**config.mk**
```make
export PLATFORM = sky130hd
export DESIGN_NAME = cgpc_clock_gen_pin_control
export DESIGN_NICKNAME = d
export VERILOG_FILES = /design/src/core/cgpc_pkg.sv /design/src/core/cgpc_clock_gen_pin_control.sv
export VERILOG_INCLUDE_DIRS = /design/src /design/src/core
export SDC_FILE = /design/constraint.sdc
export NUM_CORES = 1
export LEC_CHECK = 0
export BUFFER_PORTS_ARGS = -buffer_cell sky130_fd_sc_hd__buf_4
export CAP_MARGIN = 10
export CORE_ASPECT_RATIO = 1.75
export CORE_MARGIN = 2
export CORE_UTILIZATION = 60
export DETAILED_ROUTE_END_ITERATION = 12
export GPL_TIMING_DRIVEN = 1
export PLACE_DENSITY = 0.82
export SETUP_SLACK_MARGIN = 0.5
export SYNTH_ARGS = -nofsm -noshare
export SYNTH_HDL_FRONTEND = slang
export SYNTH_SLANG_ARGS = --single-unit
```
**constraint.sdc**
```tcl
create_clock -name i_mclk -period 8.7 [get_ports i_mclk]
set_clock_uncertainty 0.1 [all_clocks]
set_input_delay 0.435 -clock i_mclk [delete_from_list [all_inputs] [get_ports i_mclk]]
set_output_delay 0.435 -clock i_mclk [all_outputs]
set_load 0.05 [all_outputs]
```
**src/core/cgpc_regs.svh**
```systemverilog
// Timing counts and factory configuration constants for the clock control core
`ifndef CGPC_REGS_SVH
`define CGPC_REGS_SVH
// Clock rate and pulse qualification
`define CGPC_CLK_MHZ          125
`define CGPC_MIN_PULSE_NS     100
// Least time rounds up: 100 ns at 8 ns period gives 13 cycles
`define CGPC_MIN_PULSE_CYC    ((`CGPC_MIN_PULSE_NS * `CGPC_CLK_MHZ + 999) / 1000)
`define CGPC_MAX_RATE_KHZ     1500
// Least spacing rounds up so the rate never tops 1.5 MHz: 84 cycles
`define CGPC_STEP_GAP_CYC     ((`CGPC_CLK_MHZ*1000 + `CGPC_MAX_RATE_KHZ - 1) / `CGPC_MAX_RATE_KHZ)
// Phase range: +-45 ns in 20 ps units
`define CGPC_PHASE_RES_PS     20
`define CGPC_PHASE_RANGE_PS   45000
`define CGPC_PHASE_LIMIT      (`CGPC_PHASE_RANGE_PS / `CGPC_PHASE_RES_PS)
// Outputs stopped after an illegal step, in cycles
`define CGPC_STALL_CYC        10
// Loss of lock threshold
`define CGPC_LOL_PPM          1000
// Self-calibration duration in cycles
`define CGPC_CAL_CYC          64
// Factory configuration (fixed, no runtime path)
`define CGPC_OUT_EN           4'hf
`define CGPC_PH_EN            4'h3
`define CGPC_PH_STEP          12'h005
`define CGPC_SS_EN            4'h0
`define CGPC_FREQ_STEP        24'h000010
`define CGPC_FREQ_INIT        24'h100000
`define CGPC_FREQ_MIN         24'h010000
`define CGPC_FREQ_MAX         24'h800000
`define CGPC_FREQ_LOW         24'h020000
`define CGPC_MUX0             4'h1
`define CGPC_SS_DEPTH         24'h000200
`endif

```
**src/core/cgpc_pkg.sv**
```systemverilog
// Types shared by the clock control core
package cgpc_pkg;
  typedef logic signed [12:0] cgpc_phase_t;
  typedef enum logic [1:0] {
    CGPC_CAL  = 2'b00,
    CGPC_RUN  = 2'b01,
    CGPC_STOP = 2'b10
  } cgpc_state_e;
  typedef struct packed {
    logic        lock_lost;
    logic        input_lost;
  } cgpc_alarm_s;
endpackage : cgpc_pkg

```
**src/core/cgpc_clock_gen_pin_control.sv**
```systemverilog
// Pin-controlled control logic of a four-output clock generator
// Behaviour
// - output_disable_n high stops all enabled outputs low; low lets them run.
// - Initial phase offset applies only where output_post_divider equals one.
// - One shared inc and dec pin; per-channel enable, one shared step magnitude.
// - Phase accumulator clamps to +-45 ns in 20 ps units, updated glitchlessly.
// - No phase stepping on channels with spread enabled.
// - Steps accepted no faster than 1.5 MHz, only on outputs under Fvco/8.
// - Step enables and magnitudes are fixed factory constants.
// - Decrement making period under 8/Fvco stops outputs ten periods, phase kept.
// - Frequency stepping acts only on divider 0, muxed to any outputs.
// - Frequency step is a factory constant within 5 MHz to Fvco/8.
// - Increment above Fvco/8 stops outputs ten cycles, frequency kept.
// - Frequency changes glitchless, requests at most 1.5 MHz.
// - Spread and frequency stepping never active on the same output.
// - Below 5 MHz the post divider engages with ratio 1,2,4,8,16,32.
// - Effective step at an output is divider 0 step over its ratio.
// - Non-unity post divider drops the initial phase guarantee.
// - spread_disable_n low gives 0.5% down-spread triangle on enabled outputs.
// - No logic reset beyond power-on; i_nrst models power application.
// - lock_signal_alarm asserts on loss_of_lock or loss_of_input.
// - Lock lost over 1000 ppm difference; regained once the difference is back at 1000 ppm or under.
// - Calibration masks loss_of_lock; outputs enabled only after it finishes.
// - Pin 3 pulse increments, pin 4 pulse decrements by factory amount.
`include "cgpc_regs.svh"
`timescale 1ns/100ps
`default_nettype none
module cgpc_clock_gen_pin_control (
  input  wire logic        i_mclk,
  input  wire logic        i_nrst,
  input  wire logic        i_output_disable_n,
  input  wire logic        i_spread_disable_n,
  input  wire logic        i_step_up,
  input  wire logic        i_step_down,
  input  wire logic        i_input_present,
  input  wire logic [10:0] i_pfd_ppm_diff,
  input  wire logic        i_vco_fast_limit,
  input  wire logic [3:0]  i_phase_too_short,
  output logic [3:0]       o_clk_run,
  output logic [3:0]       o_phase_step_apply,
  output cgpc_pkg::cgpc_phase_t o_phase0,
  output cgpc_pkg::cgpc_phase_t o_phase1,
  output cgpc_pkg::cgpc_phase_t o_phase2,
  output cgpc_pkg::cgpc_phase_t o_phase3,
  output logic [23:0]      o_freq0,
  output logic [2:0]       o_post_div_log2,
  output logic [3:0]       o_spread_on,
  output logic [23:0]      o_spread_offset,
  output logic             o_vco_cal_ctrl,
  output logic             o_lock_signal_alarm
);
  // ==========================================================
  // Reset release and pin synchronisers
  // ==========================================================
  logic       rst_s1_q, rst_n_q;
  logic [4:0] sync1_q, sync2_q;
  // Reset asserts at once, releases through two flops
  // Only this block sees the pin; every other register uses the copy
  always_ff @(posedge i_mclk or negedge i_nrst) begin
    if (!i_nrst) begin
      rst_s1_q <= 1'b0;
      rst_n_q  <= 1'b0;
    end else begin
      rst_s1_q <= 1'b1;
      rst_n_q  <= rst_s1_q;
    end
  end
  // Two-flop synchronisers for every asynchronous pin
  always_ff @(posedge i_mclk or negedge rst_n_q) begin
    if (!rst_n_q) begin
      // Idle levels: input present, step pins low, outputs off, spread off
      sync1_q <= 5'h13;
      sync2_q <= 5'h13;
    end else begin
      sync1_q <= {i_input_present, i_step_down, i_step_up, i_spread_disable_n,
                  i_output_disable_n};
      sync2_q <= sync1_q;
    end
  end
  // Only the second flop of each synchroniser is read past here
  logic oe_dis, ss_dis_n, up_s, dn_s, in_ok;
  assign {in_ok, dn_s, up_s, ss_dis_n, oe_dis} = sync2_q;

  // ==========================================================
  // Pulse qualification: high over 100 ns, then low over 100 ns
  // ==========================================================
  logic [1:0] pulse_ok;
  logic [7:0] hi_cnt_q [2];
  logic [7:0] lo_cnt_q [2];
  logic [1:0] armed_q;
  logic [1:0] pin_lvl;
  assign pin_lvl = {dn_s, up_s};
  // Glitches shorter than the minimum never arm a step
  // Counters saturate, so a pin stuck at one level never wraps into a step
  always_ff @(posedge i_mclk or negedge rst_n_q) begin
    if (!rst_n_q) begin
      for (int i = 0; i < 2; i++) begin
        hi_cnt_q[i] <= 8'h00;
        lo_cnt_q[i] <= 8'h00;
      end
      armed_q <= 2'b00;
    end else begin
      for (int i = 0; i < 2; i++) begin
        if (pin_lvl[i]) begin
          lo_cnt_q[i] <= 8'h00;
          if (hi_cnt_q[i] != 8'hff) hi_cnt_q[i] <= hi_cnt_q[i] + 8'h01;
          if (hi_cnt_q[i] >= 8'(`CGPC_MIN_PULSE_CYC)) armed_q[i] <= 1'b1;
        end else begin
          hi_cnt_q[i] <= 8'h00;
          if (lo_cnt_q[i] != 8'hff) lo_cnt_q[i] <= lo_cnt_q[i] + 8'h01;
          if (pulse_ok[i]) armed_q[i] <= 1'b0;
        end
      end
    end
  end
  // A step is counted once the following low has lasted long enough
  // Pins are synchronised first, so counts lag the pin by two cycles
  always_comb begin
    for (int i = 0; i < 2; i++) begin
      pulse_ok[i] = armed_q[i] && !pin_lvl[i] &&
                    (lo_cnt_q[i] >= 8'(`CGPC_MIN_PULSE_CYC));
    end
  end

  // ==========================================================
  // Rate limit and sequencing state
  // ==========================================================
  // Steps are only taken in RUN; calibration and stop refuse them
  cgpc_pkg::cgpc_state_e state_q;
  logic [7:0]  gap_q;
  logic [7:0]  cal_q;
  logic [3:0]  stall_q;
  logic        rate_ok, step_up, step_dn, freq_bad, phase_bad;
  // Requests closer than 1.5 MHz spacing are dropped, not queued
  assign rate_ok = (gap_q == 8'h00) && (state_q == cgpc_pkg::CGPC_RUN);
  assign step_up = pulse_ok[0] && rate_ok;
  // Up wins when both qualify in one cycle; the down request is lost
  assign step_dn = pulse_ok[1] && rate_ok && !step_up;

  // Spacing counter between accepted steps
  // A refused illegal step restarts it too, so the pace stays bounded
  always_ff @(posedge i_mclk or negedge rst_n_q) begin
    if (!rst_n_q) gap_q <= 8'h00;
    else if (step_up || step_dn) gap_q <= 8'(`CGPC_STEP_GAP_CYC - 1);
    else if (gap_q != 8'h00) gap_q <= gap_q - 8'h01;
  end

  // ==========================================================
  // Frequency stepping on divider 0
  // ==========================================================
  logic [23:0] freq_q, freq_next;
  logic        fstep_allowed;
  // Stepping is off whenever spread may touch a divider-0 output
  // Factory constants fold this to a fixed level; it costs no logic
  assign fstep_allowed = !(|(`CGPC_MUX0 & `CGPC_SS_EN));
  always_comb begin
    freq_next = freq_q;
    if (step_up) freq_next = freq_q + `CGPC_FREQ_STEP;
    else if (step_dn) freq_next = freq_q - `CGPC_FREQ_STEP;
  end
  // Over Fvco/8 triggers a short stop, then the old value stays
  assign freq_bad = fstep_allowed && step_up &&
                    (i_vco_fast_limit || freq_next > `CGPC_FREQ_MAX);
  // A decrement under the floor is ignored quietly; there is no stall for it
  always_ff @(posedge i_mclk or negedge rst_n_q) begin
    if (!rst_n_q) freq_q <= `CGPC_FREQ_INIT;
    else if (fstep_allowed && (step_up || step_dn) && !freq_bad &&
             freq_next >= `CGPC_FREQ_MIN)
      freq_q <= freq_next;
  end

  // Post divider engages below 5 MHz; ratio 2^n, n up to 5
  // Limitation: one shared ratio, taken from divider 0 for every channel
  always_ff @(posedge i_mclk or negedge rst_n_q) begin
    if (!rst_n_q) o_post_div_log2 <= 3'h0;
    else if (freq_q >= `CGPC_FREQ_LOW) o_post_div_log2 <= 3'h0;
    else if ((freq_q << 5) < `CGPC_FREQ_LOW) o_post_div_log2 <= 3'h5;
    else begin
      for (int k = 4; k >= 1; k--) begin
        if ((freq_q << k) >= `CGPC_FREQ_LOW) o_post_div_log2 <= 3'(k);
      end
    end
  end
  // Output frequency seen after the post divider; step scales by ratio
  // Uses last cycle's ratio, so a ratio change shows one cycle late
  always_ff @(posedge i_mclk or negedge rst_n_q) begin
    if (!rst_n_q) o_freq0 <= 24'h000000;
    else o_freq0 <= freq_q >> o_post_div_log2;
  end

  // ==========================================================
  // Per-channel phase stepping
  // ==========================================================
  cgpc_pkg::cgpc_phase_t phase_q [4];
  logic [3:0] ph_ok;
  // Factory enables only; spread channels and divided channels excluded
  assign ph_ok = `CGPC_PH_EN & ~o_spread_on &
                 {4{o_post_div_log2 == 3'h0}};
  // An illegal decrement blocks every channel, not only the short one
  assign phase_bad = step_dn && |(ph_ok & i_phase_too_short);
  // Clamp tested before the move, so the limit is never crossed
  always_ff @(posedge i_mclk or negedge rst_n_q) begin
    if (!rst_n_q) begin
      for (int c = 0; c < 4; c++) phase_q[c] <= '0;
      o_phase_step_apply <= 4'h0;
    end else begin
      o_phase_step_apply <= 4'h0;
      for (int c = 0; c < 4; c++) begin
        if (ph_ok[c] && step_up &&
            phase_q[c] <= 13'sd2250 - $signed({1'b0, `CGPC_PH_STEP})) begin
          phase_q[c] <= phase_q[c] + $signed({1'b0, `CGPC_PH_STEP});
          o_phase_step_apply[c] <= 1'b1;
        end else if (ph_ok[c] && step_dn && !phase_bad &&
                     phase_q[c] >= -13'sd2250 + $signed({1'b0, `CGPC_PH_STEP})) begin
          phase_q[c] <= phase_q[c] - $signed({1'b0, `CGPC_PH_STEP});
          o_phase_step_apply[c] <= 1'b1;
        end
      end
    end
  end
  assign o_phase0 = phase_q[0];
  assign o_phase1 = phase_q[1];
  assign o_phase2 = phase_q[2];
  assign o_phase3 = phase_q[3];

  // ==========================================================
  // Calibration, stall and output enable sequencing
  // ==========================================================
  // Outputs stay off until calibration ends; stalls last ten cycles
  // Stop counts down ten cycles; the offending frequency or phase keeps its old value, the other still steps
  always_ff @(posedge i_mclk or negedge rst_n_q) begin
    if (!rst_n_q) begin
      state_q <= cgpc_pkg::CGPC_CAL;
      cal_q   <= 8'h00;
      stall_q <= 4'h0;
    end else begin
      unique case (state_q)
        cgpc_pkg::CGPC_CAL: begin
          cal_q <= cal_q + 8'h01;
          if (cal_q == 8'(`CGPC_CAL_CYC - 1)) state_q <= cgpc_pkg::CGPC_RUN;
        end
        cgpc_pkg::CGPC_RUN: begin
          if (freq_bad || phase_bad) begin
            state_q <= cgpc_pkg::CGPC_STOP;
            stall_q <= 4'(`CGPC_STALL_CYC - 1);
          end
        end
        cgpc_pkg::CGPC_STOP: begin
          if (stall_q == 4'h0) state_q <= cgpc_pkg::CGPC_RUN;
          else stall_q <= stall_q - 4'h1;
        end
        default: state_q <= cgpc_pkg::CGPC_CAL;
      endcase
    end
  end
  assign o_vco_cal_ctrl = (state_q == cgpc_pkg::CGPC_CAL);
  // Disable pin high forces every enabled output low
  // Registered, so pin and state changing together cannot glitch an enable
  always_ff @(posedge i_mclk or negedge rst_n_q) begin
    if (!rst_n_q) o_clk_run <= 4'h0;
    else o_clk_run <= (oe_dis || state_q != cgpc_pkg::CGPC_RUN) ? 4'h0 : `CGPC_OUT_EN;
  end

  // ==========================================================
  // Spread spectrum triangle (0.5% down, about 31.5 kHz)
  // ==========================================================
  logic [11:0] ss_cnt_q;
  logic        ss_dir_q;
  // Half period 1984 cycles gives a 31.5 kHz triangle at 125 MHz
  // Offset runs whenever spread is allowed; channels not enabled ignore it
  always_ff @(posedge i_mclk or negedge rst_n_q) begin
    if (!rst_n_q) begin
      ss_cnt_q    <= 12'h000;
      ss_dir_q    <= 1'b0;
      o_spread_on <= 4'h0;
      o_spread_offset <= 24'h000000;
    end else begin
      o_spread_on <= ss_dis_n ? 4'h0 : `CGPC_SS_EN;
      if (ss_cnt_q == 12'h7bf) begin
        ss_cnt_q <= 12'h000;
        ss_dir_q <= ~ss_dir_q;
      end else ss_cnt_q <= ss_cnt_q + 12'h001;
      o_spread_offset <= ss_dis_n ? 24'h000000 :
        24'((`CGPC_SS_DEPTH * (ss_dir_q ? 24'(12'h7bf - ss_cnt_q) : 24'(ss_cnt_q))) / 24'h7bf);
    end
  end

  // ==========================================================
  // Alarm: loss of lock masked during calibration
  // ==========================================================
  // Loss of input is never masked; only loss of lock waits for calibration
  cgpc_pkg::cgpc_alarm_s alarm;
  assign alarm.input_lost = !in_ok;
  assign alarm.lock_lost  = !o_vco_cal_ctrl &&
                            (i_pfd_ppm_diff > 11'(`CGPC_LOL_PPM));
  // Registered so the pin never shows a combinational glitch
  always_ff @(posedge i_mclk or negedge rst_n_q) begin
    if (!rst_n_q) o_lock_signal_alarm <= 1'b0;
    else o_lock_signal_alarm <= alarm.lock_lost || alarm.input_lost;
  end
endmodule : cgpc_clock_gen_pin_control
`default_nettype wire

```
==> impl_results.md, run 1 <==
- Outcome: did not finish
- Stop stage: 5_1_grt
- First Error: [ERROR GRT-0232] Routing congestion too high. Check the congestion heatmap in the GUI.
- Synth warn: 0
- Mapped Area: 15000 um^2
- Top cells by count, synth: nor2_1, dfrtp_1, nand2_1, a21oi_1, xnor2_1
- GPL Wtd Cong: 1.08
- Root Driver: clkbuf_16
- Port Buffer Count: 95
- Clk buf depth: 2
- Initial Utilization: 0.609
- Clock Sinks: 172
- Tot GR Track Use: 0.505
- H-tree Lvls: 4
- Post-Syn Instances: 1792
- Number of synthesized register bits: 172
- Placed Area: 18900 um^2
- Overall die width: 124 um
- Largest cells by area after synthesis: dfrtp_1, xnor2_1, ha_1
- Worst endpoint after global-route timing repair: o_spread_offset[0]$_DFF_PN0_/D
- I/O pin cnt: 140
- Synthesized area per cell: 8.38 um^2
- CTS buffer count: 17
- Register area share after synthesis: 0.287
- Cell with the most instances after synthesis: nor2_1
- Yosys top cell by area: dfrtp_1
- Post-DP HPWL: 38.9 mm
- Top FF cell, synth: dfrtp_1
- Simple-gate area share of the yosys netlist: 0.227
- Total global routing overflow: 3
- Fraction of synthesized cell area in xor and xnor cells: 0.0850
- Top cell type's share of synthesized area: 0.275
- Post-synth EDFFs: 0
- Mux contribution to synthesized area: 0.0559
- Die Y: 213 um
- Cell Rows: 76
- Synth Area in Adders: 0.0477
- Count of cell types in the netlist: 121
- Synth Area in Compound Gates: 0.232
- Async SR Flop Fraction: 1.00
- Worst endpoint type: register data pin
- Largest family of logic cells by synthesized area: compound AO/OA/AOI/OAI gates
- Largest net degree at the start of global routing: 90
==> timing repair <==
action | CTS
setup buffers | 61
pin swaps | 52
hold buffers | 6
endpoints found under the setup margin | 6
gates resized for setup | 69
hold endpoints to repair | 7
==> cells by family after synthesis <==
family | count (synthesis)
fa+ha+maj | 56
compound gates | 485
simple gates | 672
buf+inv | 195
xor+xnor | 141
flops | 172
mux | 69
other cells | 2
==> per-stage QoR <==
step | instances | TNS, ps | hold WS (ps) | utilization | worst slack [ps]
floorplan | 1833 | -14210 | 39.4 | - | -4550
global placement | 2527 | -10080 | 85.1 | 0.767 | -3440
detailed placement | 2527 | -11700 | 84.6 | 0.767 | -3840
CTS | 2626 | -11020 | 92.5 | 0.828 | -3310
==> per-layer routing <==
| layer | overflow | track usage |
|---|---|---|
| met5 | 0 | 0.0504 |
| met4 | 2 | 0.438 |
| met3 | 0 | 0.255 |
| met2 | 1 | 0.785 |
| met1 | 0 | 0.480 |
==> run 2: changes to the inputs <==
--- a/config.mk
+++ b/config.mk
@@ -8,13 +8,11 @@
 export LEC_CHECK = 0
 export BUFFER_PORTS_ARGS = -buffer_cell sky130_fd_sc_hd__buf_4
 export CAP_MARGIN = 10
-export CORE_ASPECT_RATIO = 1.75
 export CORE_MARGIN = 2
-export CORE_UTILIZATION = 60
+export CORE_UTILIZATION = 40
 export DETAILED_ROUTE_END_ITERATION = 12
 export GPL_TIMING_DRIVEN = 1
-export PLACE_DENSITY = 0.82
-export SETUP_SLACK_MARGIN = 0.5
+export PLACE_DENSITY_LB_ADDON = 0.15
 export SYNTH_ARGS = -nofsm -noshare
 export SYNTH_HDL_FRONTEND = slang
 export SYNTH_SLANG_ARGS = --single-unit
==> run 2 against run 1 <==
Effect of this change:
- the flow now finishes, with violations (negative setup slack)
- synthesized cell count is the same
- synthesized area did not move
==> impl_results.md, run 2 <==
- Initial antenna violation count: 0
- Multi-input logic area: 10700 um^2
- Register area share after synthesis: 0.287 (unchanged)
- Mapped Area: 15000 um^2 (unchanged)
- Reg2Reg Setup Slack: -3410 ps
- Worst hold margin: 156 ps
- Violated checks: negative setup slack
- Initial Utilization: 0.408 (-0.201)
- GPL Wtd Cong: 0.921 (-14%)
- Overall die width: 198 um (+60%)
- Placed Cells incl. Taps: 2681 (+6.1%)
- Startpoint Class: flip-flop
- Largest cells by area after synthesis: dfrtp_1, xnor2_1, ha_1
- Clk_lat worst skew: 460 ps
- Count of cell types in the netlist: 121 (unchanged)
- Number of synthesized register bits: 172 (unchanged)
- Buffers plus inverters on the worst setup path: 7
- Post-DP HPWL: 34.2 mm (-12%)
- CP Max Fanout: 8
- R2r startpoint: ss_cnt_q[6]$_DFF_PN0_
- Non-filler cells, final: 2796
- Top cell type's share of synthesized area: 0.275 (unchanged)
- Clk buf depth: 2 (unchanged)
- Reg-to-reg endpoint: o_spread_offset[0]$_DFF_PN0_
- Max Cap Viol: 0
- Most frequent cells in the layout: buf_4, dfrtp_1, nor2_1
- Final number of hold-violating endpoints: 0
- Top cells by count, synth: nor2_1, dfrtp_1, nand2_1, a21oi_1, xnor2_1
- Antenna cells: 0
- Tot GR Track Use: 0.235
- Final period utilization: 1.39
- Die Y: 198 um (-7.3%)
- Synth warn: 0 (unchanged)
- Vias post-DR: 15200
- R2R cell count: 62
- Unrepaired setup endpoints after global routing: yes
- Wire length per cell: 16.2 um
- FF/Latch Area: 4320 um^2
- Clock Sinks: 172 (unchanged)
- Layout overhead on the synthesized area: 39.6%
- H-tree Lvls: 4 (unchanged)
- HP Class: in -> reg
- CP endpoint kind: flip-flop
- Synthesized area per cell: 8.38 um^2 (unchanged)
- DR vias/cell: 5.44
- Placed Area: 19100 um^2 (+0.95%)
- Post-route ant nets: 0
- Post-synth EDFFs: 0 (unchanged)
- Largest registers: o_freq0: 24 flops, freq_q: 20 flops
- WP data arrival: 12340 ps
- Port Buffer Count: 95 (unchanged)
- Setup ws final: -3410 ps
- Setup crit start: ss_cnt_q[6]$_DFF_PN0_
- Total global routing overflow: 0
- Number of fill cells: 3411
- DR pass1 iterations: 5
- Setup_tns: -9890 ps
- Post-Syn Instances: 1792 (unchanged)
- Max reg flops: 24
- Top FF cell, synth: dfrtp_1
- Power Density: 81.1 nW/um^2
- Worst slack, placed: -3850 ps (-9.67 ps)
- Finished Core Util: 0.570
- Slowest cell on the critical path: or4_4
- Total Routed Length: 45.4 mm
- Max Slew Vio Count: 0
- IR drop worst, VDD: 0.000139 V
- Tightest Pin Transition: 1090 ps
- Crit-path most repeated cell: nor2_2
- First-pass GRT wire length: 75.1 mm
- Core Area: 36800 um^2
- Worst-path clk slew: 80 ps
- Outcome: finished, violations left
- Worst path max stage delay: 580 ps
- Tot Pwr: 1.70 mW
- Nets: 2394
- Hold path startpoint: i_pfd_ppm_diff[10]
- Cell with the most instances after synthesis: nor2_1
- DRC Markers: 0
- LEAKAGE: 9.74 nW
- WP data required: 8930 ps
- Cell area after layout: 21000 um^2
- Cell Rows: 70 (-7.9%)
- Async SR Flop Fraction: 1.00 (unchanged)
- Worst slew margin: 0.271
- Commonest non-fill, non-tap cell in the layout: buf_4
- Top delay family on crit path: compound AO/OA/AOI/OAI gates
- Kind of critical path: reg -> reg
- Yosys top cell by area: dfrtp_1
- Final min period: 12110 ps
- Number of global-route vias before repair: 15100
- Root Driver: clkbuf_16
- CTS tree: done
- CP Depth: 62
- Die area: 39100 um^2
- CTS buffer count: 17 (unchanged)
- Worst setup path end: o_spread_offset[0]$_DFF_PN0_
- F_max: 82.6 MHz
- Largest net degree at the start of global routing: 73
- I/O pin cnt: 140 (unchanged)
- Final setup fails: 4
- DRT iter0 DRCs: 997
- Most flop-heavy register: o_freq0
- Proportion of layout cells with a drive suffix above 1: 0.363
==> run 2: cell counts after synthesis <==
No cell type changed its count.
==> run 2: report_power, final <==
part	internal, mW	switching [mW]	total [mW]
clock network	0.388	0.405	0.793
logic	0.0168	0.0663	0.0831
registers	0.808	0.0136	0.822
==> run 2: tightest hold or removal path: cells and delay by family <==
kind                   cells  cell delay, ps
AO/OA/AOI/OAI              1             120
buffers and inverters      1              80
AND/OR/NAND/NOR            1              30
==> run 2: cell families (layout without fill, tap and decap cells) <==
| kind of cell | count (synthesis) | after routing | share of synthesized area |
|---|---|---|---|
| and+or+nand+nor | 672 | 672 | 0.227 |
| muxes | 69 | 69 | 0.0559 |
| adders and majority gates | 56 | 56 | 0.0477 |
| AOI/OAI and AO/OA | 485 | 485 | 0.232 |
| DFF | 172 | 172 | 0.287 |
| other | 2 | 43 | 0.000500 |
| buffers and inverters | 195 | 690 | 0.0641 |
| xor gates and xnor gates | 141 | 141 | 0.0850 |
==> run 2: how the worst min path moves through the flow <==
stage | end | depth (start not counted)
floorplan | rst_n_q$_DFF_PN0_ | 0
global placement | rst_s1_q$_DFF_PN0_ | 1
detailed placement | rst_n_q$_DFF_PN0_ | 1
CTS | o_lock_signal_alarm$_DFF_PN0_ | 3
global route | rst_n_q$_DFF_PN0_ | 2
finish | o_lock_signal_alarm$_DFF_PN0_ | 3
==> run 2: per-layer routing <==
metal | vias to the layer above | global-route usage | part of all wire
met4 | 0 | 0.0771 | 0.027
met3 | 81 | 0.0347 | 0.041
met1 | 7236 | 0.311 | 0.46
met5 | - | 0 | 0
met2 | 360 | 0.394 | 0.48
li1 | 7541 | - | -
==> run 2: what timing repair did <==
action	4_1_cts	5_1_grt
resized for setup	71	68
setup endpoints to repair	5	5
setup buffers	61	31
hold buffers	6	0
gates cloned	0	0
pin swaps	59	31
hold endpoints to repair	7	0
==> run 2: final cells by class <==
| cell class | count | share of cell area |
|---|---|---|
| inverter | 74 | 0.0136 |
| tap | 468 | 0.0279 |
| clock buffer | 17 | 0.0203 |
| clock inverter | 15 | 0.00794 |
| timing repair buffer | 584 | 0.215 |
| sequential | 172 | 0.206 |
| multi-input combinational | 1466 | 0.509 |
No activity file was read; power rests on OpenSTA's default activity.
